`src/dsr_params.svh`:
```
// timing, latency and field constants for the ddr sdram read/refresh core
`ifndef DSR_PARAMS_SVH
`define DSR_PARAMS_SVH

// ================================================================
// read datapath
`define DSR_CAS_LAT 2
`define DSR_BURST_LEN 4'h4
`define DSR_AP_BIT 10
`define DSR_DQ_W 8

// ================================================================
// refresh and dll timing
`define DSR_DLL_LOCK_CYC 8'hC8
`define DSR_REF_INT_NS 15600
`define DSR_CLK_NS 100
`define DSR_SR_TICK_CYC (`DSR_REF_INT_NS / `DSR_CLK_NS)

`endif

```
`src/dsr_pkg.sv`:
```
// command and mode types for the ddr sdram read/refresh core
package dsr_pkg;

  // ================================================================
  // decoded command on a ck rising edge
  typedef enum logic [2:0] {
    CMD_NOP = 3'h0,
    CMD_ACT = 3'h1,
    CMD_RD = 3'h2,
    CMD_WR = 3'h3,
    CMD_BST = 3'h4,
    CMD_PRE = 3'h5,
    CMD_REF = 3'h6,
    CMD_MRS = 3'h7
  } dsr_cmd_t;

  // operating mode of the device
  typedef enum logic [1:0] {
    MODE_RUN = 2'b00,
    MODE_SELF = 2'b01,
    MODE_LOCK = 2'b10
  } dsr_mode_t;

  // command decode from the four active-low control pins
  function automatic dsr_cmd_t dsr_decode(input logic [3:0] ctl_b);
    case (ctl_b)
      4'h3: return CMD_ACT;
      4'h5: return CMD_RD;
      4'h4: return CMD_WR;
      4'h6: return CMD_BST;
      4'h2: return CMD_PRE;
      4'h1: return CMD_REF;
      4'h0: return CMD_MRS;
      default: return CMD_NOP;
    endcase
  endfunction

endpackage

```
`src/dsr_core.sv`:
```
// ddr sdram command decode, read burst engine and refresh control
`include "dsr_params.svh"

// Overview of operation
// - burst terminate cuts only non-autoprecharge reads
// - terminate hits the latest registered read
// - refresh uses internal counter, ignores address
// - self refresh keeps data without clock
// - refresh with cke low enters self refresh
// - dll off in self refresh, relock 200
// - self refresh ignores all inputs but cke
// - banks activate independently, trrd spacing
// - first data at cas latency, each edge
// - dqs preamble, postamble, then float
// - later read concatenates or truncates burst
// - terminate latency equals cas latency
// - precharge truncates read, then trp wait
module dsr_core
  import dsr_pkg::*;
(
  input wire logic ref_clk,
  input wire logic rst_b,
  input wire logic ck,
  input wire logic cke,
  input wire logic cs_b,
  input wire logic ras_b,
  input wire logic cas_b,
  input wire logic we_b,
  input wire logic [1:0] ba,
  input wire logic [11:0] addr,
  output logic [`DSR_DQ_W-1:0] dq_out,
  output logic dq_oe,
  output logic dqs_out,
  output logic dqs_oe,
  output logic [3:0] bank_open,
  output logic self_refresh,
  output logic dll_on,
  output logic [13:0] refresh_addr
);

  localparam int CL = `DSR_CAS_LAT;

  // ================================================================
  // input synchronisers
  logic [19:0] in_raw; // all pins sampled together
  logic [19:0] s1_reg; // first stage, read only by s2_reg
  logic [19:0] s2_reg; // second stage, safe to use
  logic ck_prev_reg; // last synchronised ck level
  assign in_raw = {ck, cke, cs_b, ras_b, cas_b, we_b, ba, addr};

  // two flops per pin, then one more for ck edge detection
  always_ff @(posedge ref_clk)
  begin
    s1_reg <= in_raw;
    s2_reg <= s1_reg;
    ck_prev_reg <= rst_b ? s2_reg[19] : 1'b0;
  end

  logic rise; // ck rising edge seen this cycle
  logic fall; // ck falling edge seen this cycle
  logic cke_s; // synchronised cke
  logic [1:0] ba_s; // synchronised bank address
  logic [11:0] addr_s; // synchronised address
  assign rise = s2_reg[19] & ~ck_prev_reg;
  assign fall = ~s2_reg[19] & ck_prev_reg;
  assign cke_s = s2_reg[18];
  assign ba_s = s2_reg[13:12];
  assign addr_s = s2_reg[11:0];

  // ================================================================
  // data word for a burst element; bursts run sequentially from col
  function automatic logic [`DSR_DQ_W-1:0] dsr_word(input logic [1:0] bk,
      input logic [9:0] col, input logic [2:0] idx);
    logic [9:0] c;
    c = col + {7'h00, idx};
    return c[7:0] ^ {6'h00, bk};
  endfunction

  // ================================================================
  // state
  dsr_mode_t mode_reg, mode_next; // run, self refresh or dll relock
  logic [7:0] tick_reg, tick_next; // internal refresh timer
  logic [7:0] lock_reg, lock_next; // dll relock ck count
  logic [13:0] raddr_reg, raddr_next; // internal refresh bank/row
  logic [3:0] open_reg, open_next; // open row flag per bank
  logic [CL-1:0] rd_v_reg, rd_v_next; // read latency pipe
  logic [CL-1:0] rd_ap_reg, rd_ap_next;
  logic [1:0] rd_bk_reg [CL];
  logic [1:0] rd_bk_next [CL];
  logic [9:0] rd_col_reg [CL];
  logic [9:0] rd_col_next [CL];
  logic [CL-1:0] st_v_reg, st_v_next; // stop (bst/pre) latency pipe
  logic [CL-1:0] st_bst_reg, st_bst_next;
  logic [1:0] st_bk_reg [CL];
  logic [1:0] st_bk_next [CL];
  logic [3:0] cnt_reg, cnt_next; // elements left in the burst
  logic [2:0] idx_reg, idx_next; // next element index
  logic [9:0] col_reg, col_next; // burst start column
  logic [1:0] bk_reg, bk_next; // burst bank
  logic ap_reg, ap_next; // burst has auto precharge
  logic [`DSR_DQ_W-1:0] dq_reg, dq_next;
  logic dq_oe_reg, dq_oe_next;
  logic dqs_reg, dqs_next;
  logic dqs_oe_reg, dqs_oe_next;
  logic self_ref_reg, self_ref_next; // self refresh flag, kept in a flop
  logic dll_on_reg, dll_on_next; // dll locked flag, kept in a flop

  dsr_cmd_t cmd; // command taken this cycle
  logic live; // device listens to commands
  logic sr_take; // self refresh entry this cycle
  logic start; // a read leaves the latency pipe
  logic cut; // a stop truncates the current burst
  logic pre; // preamble must be driven

  // ================================================================
  // next-state logic
  always_comb
  begin
    mode_next = mode_reg;
    tick_next = tick_reg;
    lock_next = lock_reg;
    raddr_next = raddr_reg;
    open_next = open_reg;
    rd_v_next = rd_v_reg;
    rd_ap_next = rd_ap_reg;
    rd_bk_next = rd_bk_reg;
    rd_col_next = rd_col_reg;
    st_v_next = st_v_reg;
    st_bst_next = st_bst_reg;
    st_bk_next = st_bk_reg;
    cnt_next = cnt_reg;
    idx_next = idx_reg;
    col_next = col_reg;
    bk_next = bk_reg;
    ap_next = ap_reg;
    dq_next = dq_reg;
    dq_oe_next = dq_oe_reg;
    dqs_next = dqs_reg;
    dqs_oe_next = dqs_oe_reg;
    // self refresh listens to nothing but cke
    live = rise && (mode_reg != MODE_SELF);
    cmd = live ? dsr_decode(s2_reg[17:14]) : CMD_NOP;
    sr_take = (cmd == CMD_REF) && !cke_s;
    if (!cke_s)
    begin
      cmd = CMD_NOP;
    end
    // mode machine
    case (mode_reg)
      MODE_RUN, MODE_LOCK:
      begin
        if (sr_take)
        begin
          mode_next = MODE_SELF;
          tick_next = 8'h00;
        end
        else if (mode_reg == MODE_LOCK && rise)
        begin
          // dll relocks over a fixed count of ck edges
          lock_next = lock_reg + 8'h01;
          if (lock_reg == `DSR_DLL_LOCK_CYC - 8'h01)
          begin
            mode_next = MODE_RUN;
          end
        end
      end
      MODE_SELF:
      begin
        // own timer keeps refreshing while ck may be stopped
        tick_next = tick_reg + 8'h01;
        if (tick_reg == 8'(`DSR_SR_TICK_CYC - 1))
        begin
          tick_next = 8'h00;
          raddr_next = raddr_reg + 14'h0001;
        end
        if (cke_s)
        begin
          mode_next = MODE_LOCK;
          lock_next = 8'h00;
        end
      end
      default: mode_next = MODE_RUN;
    endcase
    // address pins are ignored; the counter picks bank and row
    if (cmd == CMD_REF)
    begin
      raddr_next = raddr_reg + 14'h0001;
    end
    // banks open and close independently
    if (cmd == CMD_ACT)
    begin
      open_next[ba_s] = 1'b1;
    end
    if (cmd == CMD_PRE)
    begin
      if (addr_s[`DSR_AP_BIT])
      begin
        open_next = 4'h0;
      end
      else
      begin
        open_next[ba_s] = 1'b0;
      end
    end
    // latency pipes advance once per ck cycle
    if (rise)
    begin
      for (int i = CL - 1; i > 0; i--)
      begin
        rd_v_next[i] = rd_v_reg[i-1];
        rd_ap_next[i] = rd_ap_reg[i-1];
        rd_bk_next[i] = rd_bk_reg[i-1];
        rd_col_next[i] = rd_col_reg[i-1];
        st_v_next[i] = st_v_reg[i-1];
        st_bst_next[i] = st_bst_reg[i-1];
        st_bk_next[i] = st_bk_reg[i-1];
      end
      rd_v_next[0] = (cmd == CMD_RD);
      rd_ap_next[0] = addr_s[`DSR_AP_BIT];
      rd_bk_next[0] = ba_s;
      rd_col_next[0] = addr_s[9:0];
      // stops share the read latency so x cycles give x pairs
      st_v_next[0] = (cmd == CMD_BST) || (cmd == CMD_PRE);
      st_bst_next[0] = (cmd == CMD_BST);
      st_bk_next[0] = ba_s;
    end
    start = rise && rd_v_reg[CL-1];
    // terminate applies to the burst now streaming, never with ap
    cut = rise && st_v_reg[CL-1] && (cnt_reg != 4'h0) && !ap_reg &&
      (st_bst_reg[CL-1] || (st_bk_reg[CL-1] == bk_reg));
    pre = (rise && rd_v_next[CL-1]) || (fall && rd_v_reg[CL-1]);
    // output engine, one element per ck edge
    if (rise || fall)
    begin
      if (start)
      begin
        // a newer read always replaces what is streaming
        col_next = rd_col_reg[CL-1];
        bk_next = rd_bk_reg[CL-1];
        ap_next = rd_ap_reg[CL-1];
        dq_next = dsr_word(rd_bk_reg[CL-1], rd_col_reg[CL-1], 3'h0);
        cnt_next = `DSR_BURST_LEN - 4'h1;
        idx_next = 3'h1;
        dq_oe_next = 1'b1;
        dqs_next = 1'b1;
        dqs_oe_next = 1'b1;
      end
      else if (cnt_reg != 4'h0 && !cut)
      begin
        dq_next = dsr_word(bk_reg, col_reg, idx_reg);
        cnt_next = cnt_reg - 4'h1;
        idx_next = idx_reg + 3'h1;
        dqs_next = ~idx_reg[0]; // last element sits low
        if (cnt_reg == 4'h1 && ap_reg)
        begin
          open_next[bk_reg] = 1'b0;
        end
      end
      else
      begin
        cnt_next = 4'h0;
        dq_oe_next = 1'b0;
        dqs_next = 1'b0;
        // low half cycle after data, low before first data, else float
        dqs_oe_next = dq_oe_reg || pre;
      end
    end
    // flags follow the next mode so the pins stay glitch free
    self_ref_next = (mode_next == MODE_SELF);
    dll_on_next = (mode_next == MODE_RUN);
  end

  // ================================================================
  // state registers
  always_ff @(posedge ref_clk)
  begin
    if (!rst_b)
    begin
      mode_reg <= MODE_RUN;
      tick_reg <= 8'h00;
      lock_reg <= 8'h00;
      raddr_reg <= 14'h0000;
      open_reg <= 4'h0;
      rd_v_reg <= '0;
      rd_ap_reg <= '0;
      rd_bk_reg <= '{default: 2'h0};
      rd_col_reg <= '{default: 10'h000};
      st_v_reg <= '0;
      st_bst_reg <= '0;
      st_bk_reg <= '{default: 2'h0};
      cnt_reg <= 4'h0;
      idx_reg <= 3'h0;
      col_reg <= 10'h000;
      bk_reg <= 2'h0;
      ap_reg <= 1'b0;
      dq_reg <= '0;
      dq_oe_reg <= 1'b0;
      dqs_reg <= 1'b0;
      dqs_oe_reg <= 1'b0;
      self_ref_reg <= 1'b0;
      dll_on_reg <= 1'b1;
    end
    else
    begin
      mode_reg <= mode_next;
      tick_reg <= tick_next;
      lock_reg <= lock_next;
      raddr_reg <= raddr_next;
      open_reg <= open_next;
      rd_v_reg <= rd_v_next;
      rd_ap_reg <= rd_ap_next;
      rd_bk_reg <= rd_bk_next;
      rd_col_reg <= rd_col_next;
      st_v_reg <= st_v_next;
      st_bst_reg <= st_bst_next;
      st_bk_reg <= st_bk_next;
      cnt_reg <= cnt_next;
      idx_reg <= idx_next;
      col_reg <= col_next;
      bk_reg <= bk_next;
      ap_reg <= ap_next;
      dq_reg <= dq_next;
      dq_oe_reg <= dq_oe_next;
      dqs_reg <= dqs_next;
      dqs_oe_reg <= dqs_oe_next;
      self_ref_reg <= self_ref_next;
      dll_on_reg <= dll_on_next;
    end
  end

  assign dq_out = dq_reg;
  assign dq_oe = dq_oe_reg;
  assign dqs_out = dqs_reg;
  assign dqs_oe = dqs_oe_reg;
  assign bank_open = open_reg;
  assign self_refresh = self_ref_reg;
  assign dll_on = dll_on_reg;
  assign refresh_addr = raddr_reg;
endmodule

```
`config.mk`:
```
export PLATFORM = sky130hd
export DESIGN_NAME = dsr_core
export DESIGN_NICKNAME = d
export VERILOG_FILES = /design/src/dsr_pkg.sv /design/src/dsr_core.sv
export VERILOG_INCLUDE_DIRS = /design/src
export SDC_FILE = /design/constraint.sdc
export NUM_CORES = 1
export LEC_CHECK = 0
export BUFFER_PORTS_ARGS = -buffer_cell sky130_fd_sc_hd__buf_2
export CAP_MARGIN = 25
export CORE_MARGIN = 10
export CORE_UTILIZATION = 53
export CTS_CLUSTER_DIAMETER = 30
export DETAILED_ROUTE_END_ITERATION = 8
export PLACE_DENSITY = 0.78
export SYNTH_ARGS = -nofsm -noshare
export SYNTH_HDL_FRONTEND = slang
export SYNTH_SLANG_ARGS = --single-unit
```
`constraint.sdc`:
```
create_clock -name ref_clk -period 1.91 [get_ports ref_clk]
set_input_delay 0.382 -clock ref_clk [delete_from_list [all_inputs] [get_ports ref_clk]]
set_output_delay 0.382 -clock ref_clk [all_outputs]
set_load 0.005 [all_outputs]
```
==> metrics.txt <==
H-tree depth 4; Fin Clk Skew between 0.006 and 0.007 ns; # port buffers 49; initial antenna violation count 0; CTS Root Cell clkbuf_8; PnR Total Power approximately 6.6 mW; Switching Fraction 21.5%; sequential fraction of the synthesis area about half; dpl cell area 6000 um2; Syn-to-layout area delta 29.9%; min Tclk post-route 1.84 ns; drt drc 0; internal power 5.19 mW; Avg Vias per Cell around 5.3; P_sw 1.42 mW; die area 14400 um2; I/O pins between 50 and 60; Layout Nets 704; clk buf depth 2; Syn Inst Count 557; Max VDD drop between 0.7 and 0.8 mV; largest net degree at the start of global routing 46; mean post-synth cell area 9.52 um2; DRT Pass-1 Iters 5; Max Cap Violations 0; Worst-Margin Slew 0.400 ns; Synth cell types 55; pins over their slew limit 0; antenna fix cells 0; final setup vio count 0; DP Wirelength around 7800 um; register bit total from synthesis 130; Worst setup EP type register; Data required, critical path between 2 and 2.5 ns; CP arrival between 2 and 2.5 ns; final WL 11400 um; Post-Syn Nets 591; Post-Place Cells 759; vias in the first global route 4177; FILL cells between 700 and 800; routability cong. 0.869; first-pass GRT wire length 19400 um; Tcrit/Tclk final 96.2%; CTS Buf Count 17; final hold violations 0; Routed wire per std cell 14.0 um; sequential fraction of design power 43.7%; DRT antenna net count 0; FP Rows 36; Lkg Pwr about 2.9 nW; Post-Synthesis Cell Area 5310 um2; Starting DRT DRC Count 371; share of total power in combinational logic 9.4%; worst hold path type in2reg; EDFF count, synth 0; Ys Warns 0; power density over the cells 960 nW/um2; total core area 9770 um2; ratio of cells with drive above 1 in the final layout a little under a quarter; die height 120 um; TritonCTS clock tree done; clk slew on worst S/H paths approximately 0.05 ns; Final Cell Area 6890 um2; Worst Setup Start Kind register; initial core utilization 54.3%; Worst-Skew Late Latency around 0.53 ns; CP Max Fanout 6; fin cells 814; ys async rst share 0%; Register Area 2610 um2; top_reg_cell synth dfxtp_1; die extent in x 120 um; Clock Sinks 130; Crit Path Category reg2reg; total global-route track usage roughly 16%; worst reg-to-reg setup slack between 0.07 and 0.08 ns; Slew headroom 73.1%; Fmax 544 MHz; run status complete, no violations; clock power share 46.9%; grt ovf 0; area of the multi-input gates 2630 um2; via count 4327; setup TNS 0 ns
kinds of logic after synthesis:
logic type	after synthesis	share of synthesized area, %
simple gates	201	20.0
flops	130	49.1
compound gates	118	15.2
buf+inv	43	3.28
mux	28	5.28
xor+xnor	25	4.13
fa+ha+maj	12	2.97
critical path: stages, from the launching register on:
cell,delay (ns)
dfxtp_1,0.31
nand2b_2,0.24
nor4_4,0.34
buf_12,0.16
o21ai_2,0.07
or4_1,0.51
a21boi_1,0.14
per-stage QoR:
step	util (%)	hold slack, ns	setup slack [ns]
global placement	61.4	0.311	-0.0562
global route	70.5	0.258	-0.00441
floorplan	-	0.310	-0.00400
finish	70.5	0.245	0.0733
detailed placement	61.4	0.312	-0.0803
CTS	69.3	0.226	0.0112
cells in the final DEF, fill, tap and decap left out, types with 4 or more instances in the layout:
cell type | netlist | final
clkbuf_1 | 21 | 5
mux2i_1 | 28 | 28
nor2b_1 | 32 | 30
clkbuf_16 | 0 | 16
nand2b_1 | 8 | 6
o22ai_1 | 4 | 4
nand4_1 | 5 | 5
xor2_1 | 7 | 7
inv_1 | 15 | 13
nand3_1 | 13 | 13
buf_2 | 4 | 50
ha_1 | 11 | 7
a21oi_1 | 10 | 10
and2_1 | 12 | 11
and3_1 | 15 | 13
dfxtp_1 | 130 | 128
o211ai_1 | 10 | 10
nor3_1 | 10 | 10
a21boi_0 | 13 | 13
o2111ai_1 | 9 | 9
buf_4 | 0 | 52
o21a_1 | 8 | 8
xnor2_1 | 18 | 18
nand2_1 | 66 | 66
nor2_1 | 20 | 19
a21o_1 | 6 | 6
dlygate4sd3_1 | 0 | 17
o21ai_0 | 30 | 28
cell usage after synthesis (all sizes together), types with 11 or more instances:
cell    instances  area [um2]
nor2b          32         200
inv            15        56.3
o21ai          34         178
nand3          13        65.1
clkbuf         21        78.8
and3           15        93.8
nand2          66         248
nor2           20        75.1
dfxtp         130        2600
mux2i          28         280
ha             11         138
a21boi         14         105
and2           12        75.1
xnor2          18         158
area by class of cell:
type / instances / share of cell area [%]
Timing Repair Buffer: 122 / 12.5
Multi-Input combinational cell: 384 / 38.2
Sequential cell: 130 / 37.8
Tap cell: 133 / 2.42
Inverter: 15 / 0.817
Clock inverter: 6 / 1.53
Clock buffer: 24 / 6.68
per-layer routing:
metal	up-vias	track usage [%]	wire length, um
li1	2179	-	-
met1	2036	18.9	5020
met2	92	26.6	5600
met3	20	5.16	563
met4	0	8.07	201
met5	-	0	0
path summary, 6_finish.rpt:
kind,startpoint,to,cells past startpoint
worst max-delay path,s2_reg[15],refresh_addr[8],6
worst min-delay path,rst_b,dll_on,2
worst max register to register,s2_reg[15],refresh_addr[8],6
worst min register to register,s1_reg[0],s2_reg[0],0
timing repair:
item                       CTS  global route
setup buffers                1             6
pin swaps                    2             6
setup endpoints to repair   29            42
hold endpoints to repair    17             0
gates cloned                 0             1
hold buffers                17             0
gates resized for setup      8            21
power groups by stage:
stage                     clock [mW]  combinational [mW]  sequential (mW)
after detailed placement           0               0.537             2.94
after global routing            3.28               0.686             2.90
final                           3.10               0.620             2.89
after global placement             0               0.521             2.94
after floorplan                    0               0.325             2.93
after CTS                       3.16               0.589             2.88
(Power assumes the default switching activity.)
